[config.mk]
export PLATFORM = sky130hd
export DESIGN_NAME = fperr_core
export DESIGN_NICKNAME = d
export VERILOG_FILES = /design/src/rtl/fperr_sync.v /design/src/rtl/fperr_core.v
export VERILOG_INCLUDE_DIRS = /design/src /design/src/rtl
export SDC_FILE = /design/constraint.sdc
export NUM_CORES = 1
export LEC_CHECK = 0
export ABC_CLOCK_PERIOD_IN_PS = 2200
export BUFFER_PORTS_ARGS = -buffer_cell sky130_fd_sc_hd__buf_2
export CORE_MARGIN = 3
export CORE_UTILIZATION = 52
export CTS_BUF_LIST = sky130_fd_sc_hd__clkbuf_4
export DETAILED_ROUTE_END_ITERATION = 6
export PLACE_DENSITY = 0.95
export SLEW_MARGIN = 20
export SYNTH_ARGS = -nofsm -noshare
export SYNTH_HDL_FRONTEND = slang
export SYNTH_HIERARCHICAL = 1
export SYNTH_SLANG_ARGS = --single-unit
[constraint.sdc]
create_clock -name clk -period 2.2 [get_ports clk]
set_clock_uncertainty 0.15 [all_clocks]
set_input_delay 0.22 -clock clk [delete_from_list [all_inputs] [get_ports clk]]
set_output_delay 0.22 -clock clk [all_outputs]
set_load 0.005 [all_outputs]
[src/rtl/fperr_map.vh]
// Constants for the floating-point error reporting block: codes, vectors and reset values.
// Assumes it is included by bare name from every design file that needs it.
`ifndef FPERR_MAP_VH
`define FPERR_MAP_VH

// ----------------------------------------------------------------------------
// Instruction types presented by the core
// ----------------------------------------------------------------------------
`define FPERR_INSTR_NONFP 2'h0
`define FPERR_INSTR_WAITING 2'h1
`define FPERR_INSTR_NOWAIT 2'h2

// ----------------------------------------------------------------------------
// Exception kinds
// ----------------------------------------------------------------------------
`define FPERR_EXC_INVALID 3'h0
`define FPERR_EXC_DENORMAL 3'h1
`define FPERR_EXC_ZERO_DIV 3'h2
`define FPERR_EXC_OVERFLOW 3'h3
`define FPERR_EXC_UNDERFLOW 3'h4
`define FPERR_EXC_PRECISION 3'h5
`define FPERR_EXC_STACK 3'h6

// ----------------------------------------------------------------------------
// Instruction classes that raised the exception
// ----------------------------------------------------------------------------
`define FPERR_CLS_ARITH 2'h0
`define FPERR_CLS_TRANSC 2'h1
`define FPERR_CLS_STORE 2'h2
`define FPERR_CLS_OTHER 2'h3

// ----------------------------------------------------------------------------
// Vectors, synchroniser depth and reset values
// ----------------------------------------------------------------------------
`define FPERR_NATIVE_VECTOR 8'h10
`define FPERR_SYNC_STAGES 2
`define FPERR_RST_ERROR_N 1'h1
`define FPERR_RST_ZERO 1'h0

`endif

[src/rtl/fperr_sync.v]
// Multi-bit two-flop synchroniser for independent level inputs.
// Assumes each bit is a slow level; no word coherence between bits is given.
`timescale 1ns/10ps
module fperr_sync #(
  parameter WIDTH = 1
) (
  input wire clk,
  input wire rst,
  input wire [WIDTH-1:0] async_in,
  input wire [WIDTH-1:0] rst_value,
  output wire [WIDTH-1:0] sync_out
);

  // --------------------------------------------------------------------------
  // Stages
  // --------------------------------------------------------------------------
  // Each stage holds its input xor the reset value, so the flops clear to a
  // constant under the asynchronous reset while the output starts at rst_value.
  reg [WIDTH-1:0] stage_a;
  reg [WIDTH-1:0] stage_b;

  always @(posedge clk or posedge rst) begin
    if (rst) begin
      stage_a <= {WIDTH{1'b0}};
      stage_b <= {WIDTH{1'b0}};
    end else begin
      stage_a <= async_in ^ rst_value;
      stage_b <= stage_a;
    end
  end

  assign sync_out = stage_b ^ rst_value;

endmodule

[src/rtl/fperr_core.v]
// Floating-point error reporting logic inside the processor: exception
// pending state, legacy error pin, ignore input, stall and native fault.
// Assumes exception, clear and instruction strobes come from logic on clk, and
// that ignore and interrupt inputs are asynchronous pins from the glue.
`timescale 1ns/10ps
`include "fperr_map.vh"
module fperr_core (
  input wire clk,
  input wire rst,
  input wire native_error_mode_bit,
  input wire exc_valid,
  input wire exc_unmasked,
  input wire [2:0] exc_kind,
  input wire [1:0] exc_class,
  input wire exc_clear,
  input wire instr_valid,
  input wire [1:0] instr_type,
  input wire ignore_fp_error_n,
  input wire cpu_interrupt_in,
  output reg fp_error_out_n,
  output reg instr_grant,
  output reg instr_stalled,
  output reg legacy_int_accept,
  output reg native_fault,
  output reg [7:0] native_fault_vector,
  output reg exc_pending
);

  // --------------------------------------------------------------------------
  // Pin synchronisation
  // --------------------------------------------------------------------------
  wire [1:0] pins_sync;
  wire ignore_n_sync;
  wire intreq_sync;

  // Reset value tied high for the ignore pin so the idle level is inactive.
  fperr_sync #(
    .WIDTH(2)
  ) u_pin_sync (
    .clk(clk),
    .rst(rst),
    .async_in({ignore_fp_error_n, cpu_interrupt_in}),
    .rst_value(2'h2),
    .sync_out(pins_sync)
  );

  // The ignore pin reads as inactive until the synchroniser has filled after
  // reset; the guard keeps a pin that is still settling from being acted on.
  reg [1:0] sync_fill;

  always @(posedge clk or posedge rst) begin
    if (rst) begin
      sync_fill <= 2'h0;
    end else if (sync_fill != 2'h3) begin
      sync_fill <= sync_fill + 2'h1;
    end
  end

  assign ignore_n_sync = (sync_fill == 2'h3) ? pins_sync[1] : 1'b1;
  assign intreq_sync = (sync_fill == 2'h3) ? pins_sync[0] : 1'b0;

  // --------------------------------------------------------------------------
  // Classification of a new exception
  // --------------------------------------------------------------------------
  // Returns 1 for immediate reporting and 0 for deferred reporting.
  // Cases not covered explicitly fall back to deferred, the common method.
  function classify_immediate;
    input [2:0] kind;
    input [1:0] cls;
    begin
      classify_immediate = 1'b0;
      if (kind == `FPERR_EXC_PRECISION) begin
        classify_immediate = 1'b0;
      end else if (cls == `FPERR_CLS_STORE) begin
        classify_immediate = 1'b1;
      end else if (cls == `FPERR_CLS_ARITH) begin
        classify_immediate = 1'b0;
      end else if (cls == `FPERR_CLS_TRANSC &&
                   (kind == `FPERR_EXC_STACK || kind == `FPERR_EXC_INVALID ||
                    kind == `FPERR_EXC_DENORMAL)) begin
        classify_immediate = 1'b1;
      end else if (kind == `FPERR_EXC_OVERFLOW || kind == `FPERR_EXC_UNDERFLOW) begin
        classify_immediate = 1'b0;
      end else begin
        classify_immediate = 1'b0;
      end
    end
  endfunction

  // --------------------------------------------------------------------------
  // Decoded conditions
  // --------------------------------------------------------------------------
  wire legacy_mode;
  wire ignore_active;
  wire new_exc;
  wire new_is_immediate;
  wire waiting_instr;
  wire nowait_instr;

  assign legacy_mode = ~native_error_mode_bit;
  assign ignore_active = legacy_mode & ~ignore_n_sync;
  assign new_exc = exc_valid & exc_unmasked;
  assign new_is_immediate = classify_immediate(exc_kind, exc_class);
  assign waiting_instr = instr_valid & (instr_type == `FPERR_INSTR_WAITING);
  assign nowait_instr = instr_valid & (instr_type == `FPERR_INSTR_NOWAIT);

  // --------------------------------------------------------------------------
  // Pending exception state
  // --------------------------------------------------------------------------
  // A new exception in the cycle of a clear wins, so no event is lost.
  reg pend_immediate;
  reg next_exc_pending;
  reg next_pend_immediate;

  always @* begin
    next_exc_pending = exc_pending;
    next_pend_immediate = pend_immediate;
    if (exc_clear) begin
      next_exc_pending = 1'b0;
      next_pend_immediate = 1'b0;
    end
    if (new_exc) begin
      next_exc_pending = 1'b1;
      next_pend_immediate = (exc_pending & ~exc_clear & pend_immediate) | new_is_immediate;
    end
  end

  always @(posedge clk or posedge rst) begin
    if (rst) begin
      exc_pending <= `FPERR_RST_ZERO;
      pend_immediate <= `FPERR_RST_ZERO;
    end else begin
      exc_pending <= next_exc_pending;
      pend_immediate <= next_pend_immediate;
    end
  end

  // --------------------------------------------------------------------------
  // Instruction gating, stall and fault
  // --------------------------------------------------------------------------
  // A stall holds one instruction; further requests while frozen are ignored,
  // since a frozen core issues nothing.
  reg next_instr_grant;
  reg next_instr_stalled;
  reg next_legacy_int_accept;
  reg next_native_fault;
  reg stall_begin;

  always @* begin
    next_instr_grant = 1'b0;
    next_instr_stalled = instr_stalled;
    next_legacy_int_accept = 1'b0;
    next_native_fault = 1'b0;
    stall_begin = 1'b0;
    if (instr_stalled) begin
      if (~legacy_mode || ~exc_pending) begin
        // Mode switched or error removed: the held instruction simply runs.
        next_instr_stalled = 1'b0;
        next_instr_grant = 1'b1;
      end else if (ignore_active) begin
        next_instr_stalled = 1'b0;
        next_instr_grant = 1'b1;
      end else if (intreq_sync) begin
        // The held instruction is abandoned; the handler takes over.
        next_instr_stalled = 1'b0;
        next_legacy_int_accept = 1'b1;
      end
    end else if (nowait_instr) begin
      next_instr_grant = 1'b1;
    end else if (waiting_instr && exc_pending) begin
      if (~legacy_mode) begin
        next_native_fault = 1'b1;
      end else if (ignore_active) begin
        next_instr_grant = 1'b1;
      end else begin
        next_instr_stalled = 1'b1;
        stall_begin = 1'b1;
      end
    end else if (instr_valid) begin
      next_instr_grant = 1'b1;
    end
  end

  always @(posedge clk or posedge rst) begin
    if (rst) begin
      instr_grant <= `FPERR_RST_ZERO;
      instr_stalled <= `FPERR_RST_ZERO;
      legacy_int_accept <= `FPERR_RST_ZERO;
      native_fault <= `FPERR_RST_ZERO;
      native_fault_vector <= 8'h00;
    end else begin
      instr_grant <= next_instr_grant;
      instr_stalled <= next_instr_stalled;
      legacy_int_accept <= next_legacy_int_accept;
      native_fault <= next_native_fault;
      if (next_native_fault) begin
        native_fault_vector <= `FPERR_NATIVE_VECTOR;
      end
    end
  end

  // --------------------------------------------------------------------------
  // Error output pin
  // --------------------------------------------------------------------------
  // Once asserted the pin holds until the exception is cleared or native mode is selected, even if the
  // ignore input goes active later: the glue relies on the pin staying low to
  // keep its ignore latch set inside the handler.
  reg fp_error_out_n_active;
  reg next_fp_error_out_n_active;

  always @* begin
    next_fp_error_out_n_active = fp_error_out_n_active;
    if (~legacy_mode) begin
      next_fp_error_out_n_active = 1'b0;
    end else if (~next_exc_pending) begin
      next_fp_error_out_n_active = 1'b0;
    end else if (fp_error_out_n_active) begin
      next_fp_error_out_n_active = 1'b1;
    end else if (ignore_active) begin
      next_fp_error_out_n_active = 1'b0;
    end else if (next_pend_immediate) begin
      next_fp_error_out_n_active = 1'b1;
    end else if (stall_begin) begin
      next_fp_error_out_n_active = 1'b1;
    end
  end

  always @(posedge clk or posedge rst) begin
    if (rst) begin
      fp_error_out_n_active <= `FPERR_RST_ZERO;
      fp_error_out_n <= `FPERR_RST_ERROR_N;
    end else begin
      fp_error_out_n_active <= next_fp_error_out_n_active;
      fp_error_out_n <= ~next_fp_error_out_n_active;
    end
  end

endmodule

==> flow_summary.yaml, run 1 <==
pwr:
  cellPowerDensity_nw_per_um2: 620
  finalPower_w: 0.000542
  p_seq_frac: 0.557
  p_clk_frac: 0.302
  leakage_nw: 0.441
  combPwrFrac: 0.141
  irDropWorstVdd_mv: 0.439
  power.internal_w: 0.000412
  power_switching_w: 0.000129
  p_sw_frac: 0.239
logic_synthesis:
  ys_warn_count: 6
  yosysSeqAreaShare: 0.527
  syn_area_sq_um: 714
  synth-edff-count: 0
  syn_area_per_cell_sq_um: 10.7
  async_flop_share: 1.00
  synthCells: 67
  ys.flop_type: "dfrtp_1"
  yosysUniqueCellTypes: 30
  synth_top_cell_area_share: 0.490
  yosys.area.top_type: "dfrtp_1"
  synth_area_leaders: "dfrtp_1 49%, buf_4 7.4%, xor2_1 4.9%"
  synth-seq-cells: 15
final_layout:
  antenna_cells: 0
  layout_commonest_cell: "buf_2"
  nets: 115
  n_fill_cell: 84
  final_cells: 111
  final_cell_mix: "22 x buf_2, 14 x dfrtp_1, 11 x conb_1, 5 x inv_1"
  drive_gt1_frac: 0.299
  area_growth_pct: 22.2
floorplan:
  chipHeight_um: 43.1
  boundaryPins: 30
  die_w_um: 43.1
  die_area_sq_um: 1850
  coreArea_sq_um: 1200
  start_util: 0.595
  rows: 12
sta:
  slew_viol_final: 0
  fin_tns_setup_ns: 0
  period_minus_slack_ns: 1.41
  timing.fmax_ghz: 0.709
  final_hold_viol_count: 0
  post-route-period-util: 0.642
  rsz0062_at_grt: "no"
  setup_viol: 0
setup_path:
  required_ns: 2.22
  worstSetupPathType: "reg2reg"
  cp_slowest_cell: "dfrtp_1"
  path_delay_family: "simple AND/OR/NAND/NOR gates"
  crit_chain: "and4b_1 > and2_1 > or2_2"
  crit_path_max_incr_delay_ns: 0.45
  cp-startpoint: "instr_stalled"
  rr_startpoint: "instr_stalled"
  worst-path-buf-inv: 0
  crit_path_end_kind: "flop"
  critPathArrivalTime_ns: 1.43
  cp-start-kind: "flop"
  crit_path_max_fanout: 7
run_status:
  status: "complete, no violations"
job:
  maxCapViolCount: 0
drt:
  first_pass_iters: 4
  finalWirelength_um: 1290
  routedWlPerCell_um: 11.6
  drc: 0
  dr_total_vias: 560
  drt.antenna.violating_nets: 0
  viasPerCell: 5.05
  drt_first_iter_violations: 10
cts:
  cts-root-buf: "clkbuf_4"
  cts_max_level: 1
  cts_tree: "done"
  cts.path.max_buffers: 2
  clkSlewWorstSetupHoldPaths_ns: 0.08
  cts_buffers: 3
  clock_sinks: 15
  insertion_delay_ns: 0.28
grt:
  grt_pass1_vias: 515
  grt_start_max_net_pins: 12
  grt.overflow.total: 0
  grt_pass1_wl_um: 2100
  grt_use_total: 0.160
  antenna_found_initial: 0
placement:
  place_hpwl_um: 1030
  io_buffers: 22
  place_inst: 105
  place.gp.congestion: 0.757
min_path:
  hp-start: "native_error_mode_bit"
  hold_class: "in2reg"
final timing paths:
kind	endpoint	slack, ns	cells past startpoint
max	native_fault_vector[4]	0.79	3
min	legacy_int_accept	0.02	2
max reg2reg	native_fault_vector[4]	0.79	3
min reg2reg	u_pin_sync/stage_b[1]	0.21	0
max in group asynchronous	fp_error_out_n	1.23	3
min in group asynchronous	u_pin_sync/stage_a[0]	0.23	3
timing repair:
action                    4_1_cts  5_1_grt
hold buffers                    2        0
buffers inserted                0        0
hold endpoints to repair       15        0
resized for setup               0        0
layer usage:
metal  wire length, um  vias up  share of wire  global-route usage
li1                  -      271              -                   -
met1               483      259           0.37               0.159
met2               653       26           0.51               0.266
met3               126        4          0.098              0.0805
met4                28        0          0.022              0.0904
met5                 0        -              0                   0
state kept, by name (all words and copies together) (netlist names):
register	flops
native_fault	1
legacy_int_accept	1
exc_pending	1
native_fault_vector	1
fp_error_out_n	1
instr_grant	1
instr_stalled	1
pend_immediate	1
fp_error_out_n_active	1
u_pin_sync/stage_a	2
u_pin_sync/stage_b	2
sync_fill	2
final cells by class:
type                    instances  area (sq um)  area share
well taps                      14          17.5      0.0201
flip-flops and latches         15           377       0.431
multi-input cells              49           300       0.344
repair buffers                 24           130       0.149
clock buffers                   4          30.0      0.0344
inverters                       5          18.8      0.0215
synthesized netlist by cell type, types with 2 or more instances:
| library cell | number |
|---|---|
| nor2b_1 | 3 |
| conb_1 | 2 |
| dfrtp_1 | 14 |
| a31oi_1 | 2 |
| xor2_1 | 4 |
| inv_1 | 5 |
| buf_4 | 7 |
| nor3_1 | 3 |
| nor2_1 | 2 |
| nand2_1 | 4 |
| a21oi_1 | 2 |
cells by family after synthesis:
group                      count (synthesis)  share of synthesized area
DFF                                       15                      0.527
muxes                                      1                     0.0158
adders and majority gates                  1                     0.0175
other                                      2                     0.0105
and+or+nand+nor                           21                      0.173
buffers and inverters                     12                     0.0998
xor gates and xnor gates                   5                     0.0613
AOI/OAI and AO/OA                         10                     0.0946
power groups by stage:
stage                     combinational, W  clock [W]  sequential [W]
after global routing             0.0000849   0.000189        0.000304
after floorplan                  0.0000495          0        0.000307
final                            0.0000765   0.000163        0.000302
after detailed placement         0.0000734          0        0.000308
after global placement           0.0000704          0        0.000306
after CTS                        0.0000762   0.000171        0.000302
through the flow:
stage                util  worst slack (ns)  instance area, sq um  hold WS, ns
finish              0.727             0.789                   873       0.0155
floorplan               -             0.876                   748       -0.164
CTS                 0.727             0.784                   873      0.00144
detailed placement  0.685             0.760                   823      -0.0339
global placement    0.685             0.786                   823      -0.0392
global route        0.727             0.699                   873      0.00675
(Power assumes the default switching activity.)
==> run 2, diff against run 1 <==
--- a/config.mk
+++ b/config.mk
@@ -6,13 +6,14 @@
 export SDC_FILE = /design/constraint.sdc
 export NUM_CORES = 1
 export LEC_CHECK = 0
-export ABC_CLOCK_PERIOD_IN_PS = 2200
+export ABC_AREA = 1
+export ABC_CLOCK_PERIOD_IN_PS = 1500
 export BUFFER_PORTS_ARGS = -buffer_cell sky130_fd_sc_hd__buf_2
 export CORE_MARGIN = 3
-export CORE_UTILIZATION = 52
+export CORE_UTILIZATION = 49
 export CTS_BUF_LIST = sky130_fd_sc_hd__clkbuf_4
 export DETAILED_ROUTE_END_ITERATION = 6
-export PLACE_DENSITY = 0.95
+export PLACE_DENSITY = 0.91
 export SLEW_MARGIN = 20
 export SYNTH_ARGS = -nofsm -noshare
 export SYNTH_HDL_FRONTEND = slang
==> constraint.sdc (replaced) <==
create_clock -name clk -period 1.5 [get_ports clk]
set_clock_uncertainty 0.15 [all_clocks]
set_input_delay 0.15 -clock clk [delete_from_list [all_inputs] [get_ports clk]]
set_output_delay 0.15 -clock clk [all_outputs]
set_load 0.005 [all_outputs]
==> flow_summary.yaml, run 2 <==
final_layout:
  final_cell_mix: "35 x nand2_1, 22 x buf_2, 19 x inv_1, 14 x dfrtp_1, 13 x conb_1"
  top_regs: "sync_fill: 2 flops, u_pin_sync/stage_a: 2 flops, u_pin_sync/stage_b: 2 flops"
  antenna_cells: 0
  layout_commonest_cell: "nand2_1"
  n_fill_cell: 105
  utilization: 0.706
  drive_gt1_frac: 0.309
  area_growth_pct: 24.6
  nets: 154
logic_synthesis:
  synth_top_family_by_area: "simple AND/OR/NAND/NOR gates"
  synth_area_leaders: "dfrtp_1 44%, nand2_1 17%, inv_1 9.0%"
  yosysSeqAreaShare: 0.476
  yosysMostFrequentCell: "nand2_1"
  yosys.area.top_type: "dfrtp_1"
  synth-simple-area-share: 0.276
  synth-edff-count: 0
  synthMuxAreaShare: 0
  synth_common_cells: "35 x nand2_1, 19 x inv_1, 14 x dfrtp_1, 7 x buf_4"
  synthCells: 101
  syn_area_sq_um: 792
  async_flop_share: 1.00
  yosysUniqueCellTypes: 23
  synthAdderAreaFrac: 0.0158
  syn_area_per_cell_sq_um: 7.84
  synth_top_cell_area_share: 0.442
  ys.flop_type: "dfrtp_1"
  ys_warn_count: 6
  synth-seq-cells: 15
  synth_xor_area_frac: 0.0111
  synth_compound_area_frac: 0.0411
setup_path:
  crit_path_end_kind: "flop"
  cp-start-kind: "flop"
  rrSetupSlack_ns: 0.09
  crit_path_max_fanout: 2
  critPathArrivalTime_ns: 1.47
  rr_startpoint: "sync_fill[0]"
  worstReg2RegEnd: "fp_error_out_n_active"
  required_ns: 1.56
  worstSetupPathType: "reg2reg"
  reg2reg_depth: 8
placement:
  place.gp.congestion: 0.831
  io_buffers: 22
  post-place-ws_ns: 0.0654
  place_hpwl_um: 1340
drt:
  routedWlPerCell_um: 11.0
  drt.antenna.violating_nets: 0
  first_pass_iters: 4
  dr_total_vias: 665
  viasPerCell: 4.40
  drc: 0
  finalWirelength_um: 1670
  drt_first_iter_violations: 11
floorplan:
  rows: 13
  boundaryPins: 30
  coreArea_sq_um: 1400
  chipHeight_um: 46.2
  die_w_um: 46.2
  die_area_sq_um: 2130
  start_util: 0.566
pwr:
  p_sw_frac: 0.257
  combPwrFrac: 0.164
  cellPowerDensity_nw_per_um2: 828
  p_seq_frac: 0.540
  leakage_nw: 0.612
  p_clk_frac: 0.296
  power.internal_w: 0.000607
  power_switching_w: 0.000210
  irDropWorstVdd_mv: 0.683
cts:
  cts_max_level: 1
  cts-root-buf: "clkbuf_4"
  cts.path.max_buffers: 2
  clock_sinks: 15
  clkSlewWorstSetupHoldPaths_ns: 0.08
  cts_buffers: 3
  cts_tree: "done"
  insertion_delay_ns: 0.27
sta:
  timing.fmax_ghz: 0.710
  final_hold_viol_count: 0
  slew_viol_final: 0
  worst_slack_ns: 0.0917
  post-route-period-util: 0.939
  period_minus_slack_ns: 1.41
  setup_viol: 0
  rsz0062_at_grt: "yes"
grt:
  grt_start_max_net_pins: 12
  grt_pass1_vias: 714
  grt.overflow.total: 0
  grt_pass1_wl_um: 2620
  antenna_found_initial: 0
  grt_use_total: 0.176
job:
  maxCapViolCount: 0
min_path:
  min_to: "native_fault"
  worstHoldPathCells: 3
  hold_class: "in2reg"
  hp-start: "native_error_mode_bit"
run_status:
  status: "complete, no violations"
run 2: cell types whose count changed after synthesis, sizes merged, moves of 2 or more:
cell	previous run	this run
nand2	4	36
nor2	2	6
a31oi	2	0
xor2	4	0
nand4	0	2
inv	5	22
nor2b	3	0
run 2: cells by family (layout without fill, tap and decap cells):
| family | Yosys count | in the layout |
|---|---|---|
| AND/OR/NAND/NOR | 48 | 48 |
| adder cells (fa/ha/maj) | 1 | 1 |
| buffers and inverters | 29 | 53 |
| XOR/XNOR | 1 | 1 |
| flip-flops | 15 | 15 |
| AO/OA/AOI/OAI | 5 | 5 |
| other | 2 | 13 |
run 2: through the flow:
step / cells / setup TNS (ns) / total power, W / area [sq um] / hold WS (ns)
after global routing: 151 / -0.00490 / 0.000866 / 987 / 0.0422
after global placement: 143 / 0 / 0.000565 / 917 / -0.109
after detailed placement: 143 / 0 / 0.000575 / 917 / -0.100
after CTS: 150 / 0 / 0.000829 / 977 / 0.0124
final: 151 / 0 / 0.000817 / 987 / 0.0467
after floorplan: 112 / 0 / 0.000537 / 833 / -0.234
run 2: final cells by class:
class / instances / area [sq um] / area share
Multi-Input combinational cell: 68 / 324 / 0.328
Inverter: 22 / 82.6 / 0.0837
Clock buffer: 4 / 30.0 / 0.0304
Sequential cell: 15 / 377 / 0.381
Timing Repair Buffer: 27 / 155 / 0.157
Tap cell: 15 / 18.8 / 0.0190
run 2: what timing repair did:
| item | 4_1_cts | 5_1_grt |
|---|---|---|
| buffers inserted | 0 | 1 |
| endpoints found under the setup margin | 0 | 3 |
| resized for setup | 0 | 1 |
| endpoints found under the hold margin | 16 | 0 |
| hold buffers | 3 | 0 |
run 2: metal layers:
| metal | vias to the layer above | share of wire | wire length, um | global-route usage |
|---|---|---|---|---|
| met4 | 0 | 0.0036 | 6 | 0.114 |
| li1 | 344 | - | - | - |
| met1 | 295 | 0.39 | 656 | 0.164 |
| met2 | 24 | 0.54 | 904 | 0.338 |
| met3 | 2 | 0.059 | 98 | 0.0313 |
| met5 | - | 0 | 0 | 0 |
run 2: critical path: stages (launching register included):
cell and delay, ns:
dfrtp_1 0.40, ha_2 0.20, inv_2 0.07, nor2_4 0.04, nor3_2 0.14, nand2_1 0.09
nand2_1 0.09, nand2_2 0.06, a21oi_2 0.10
run 2: power by group through the flow:
stage	Combinational (W)	Sequential [W]	Clock, W
2_1_floorplan	0.0000881	0.000449	0
6_report	0.000134	0.000441	0.000242
3_5_place_dp	0.000126	0.000450	0
3_3_place_gp	0.000118	0.000447	0
5_1_grt	0.000152	0.000444	0.000270
4_1_cts	0.000132	0.000442	0.000255
run 2: worst max-delay path by stage:
stage                 startpoint               endpoint
floorplan           sync_fill[0]  fp_error_out_n_active
global placement    sync_fill[0]  fp_error_out_n_active
detailed placement  sync_fill[0]  fp_error_out_n_active
CTS                 sync_fill[0]  fp_error_out_n_active
global route        sync_fill[0]            instr_grant
finish              sync_fill[0]  fp_error_out_n_active
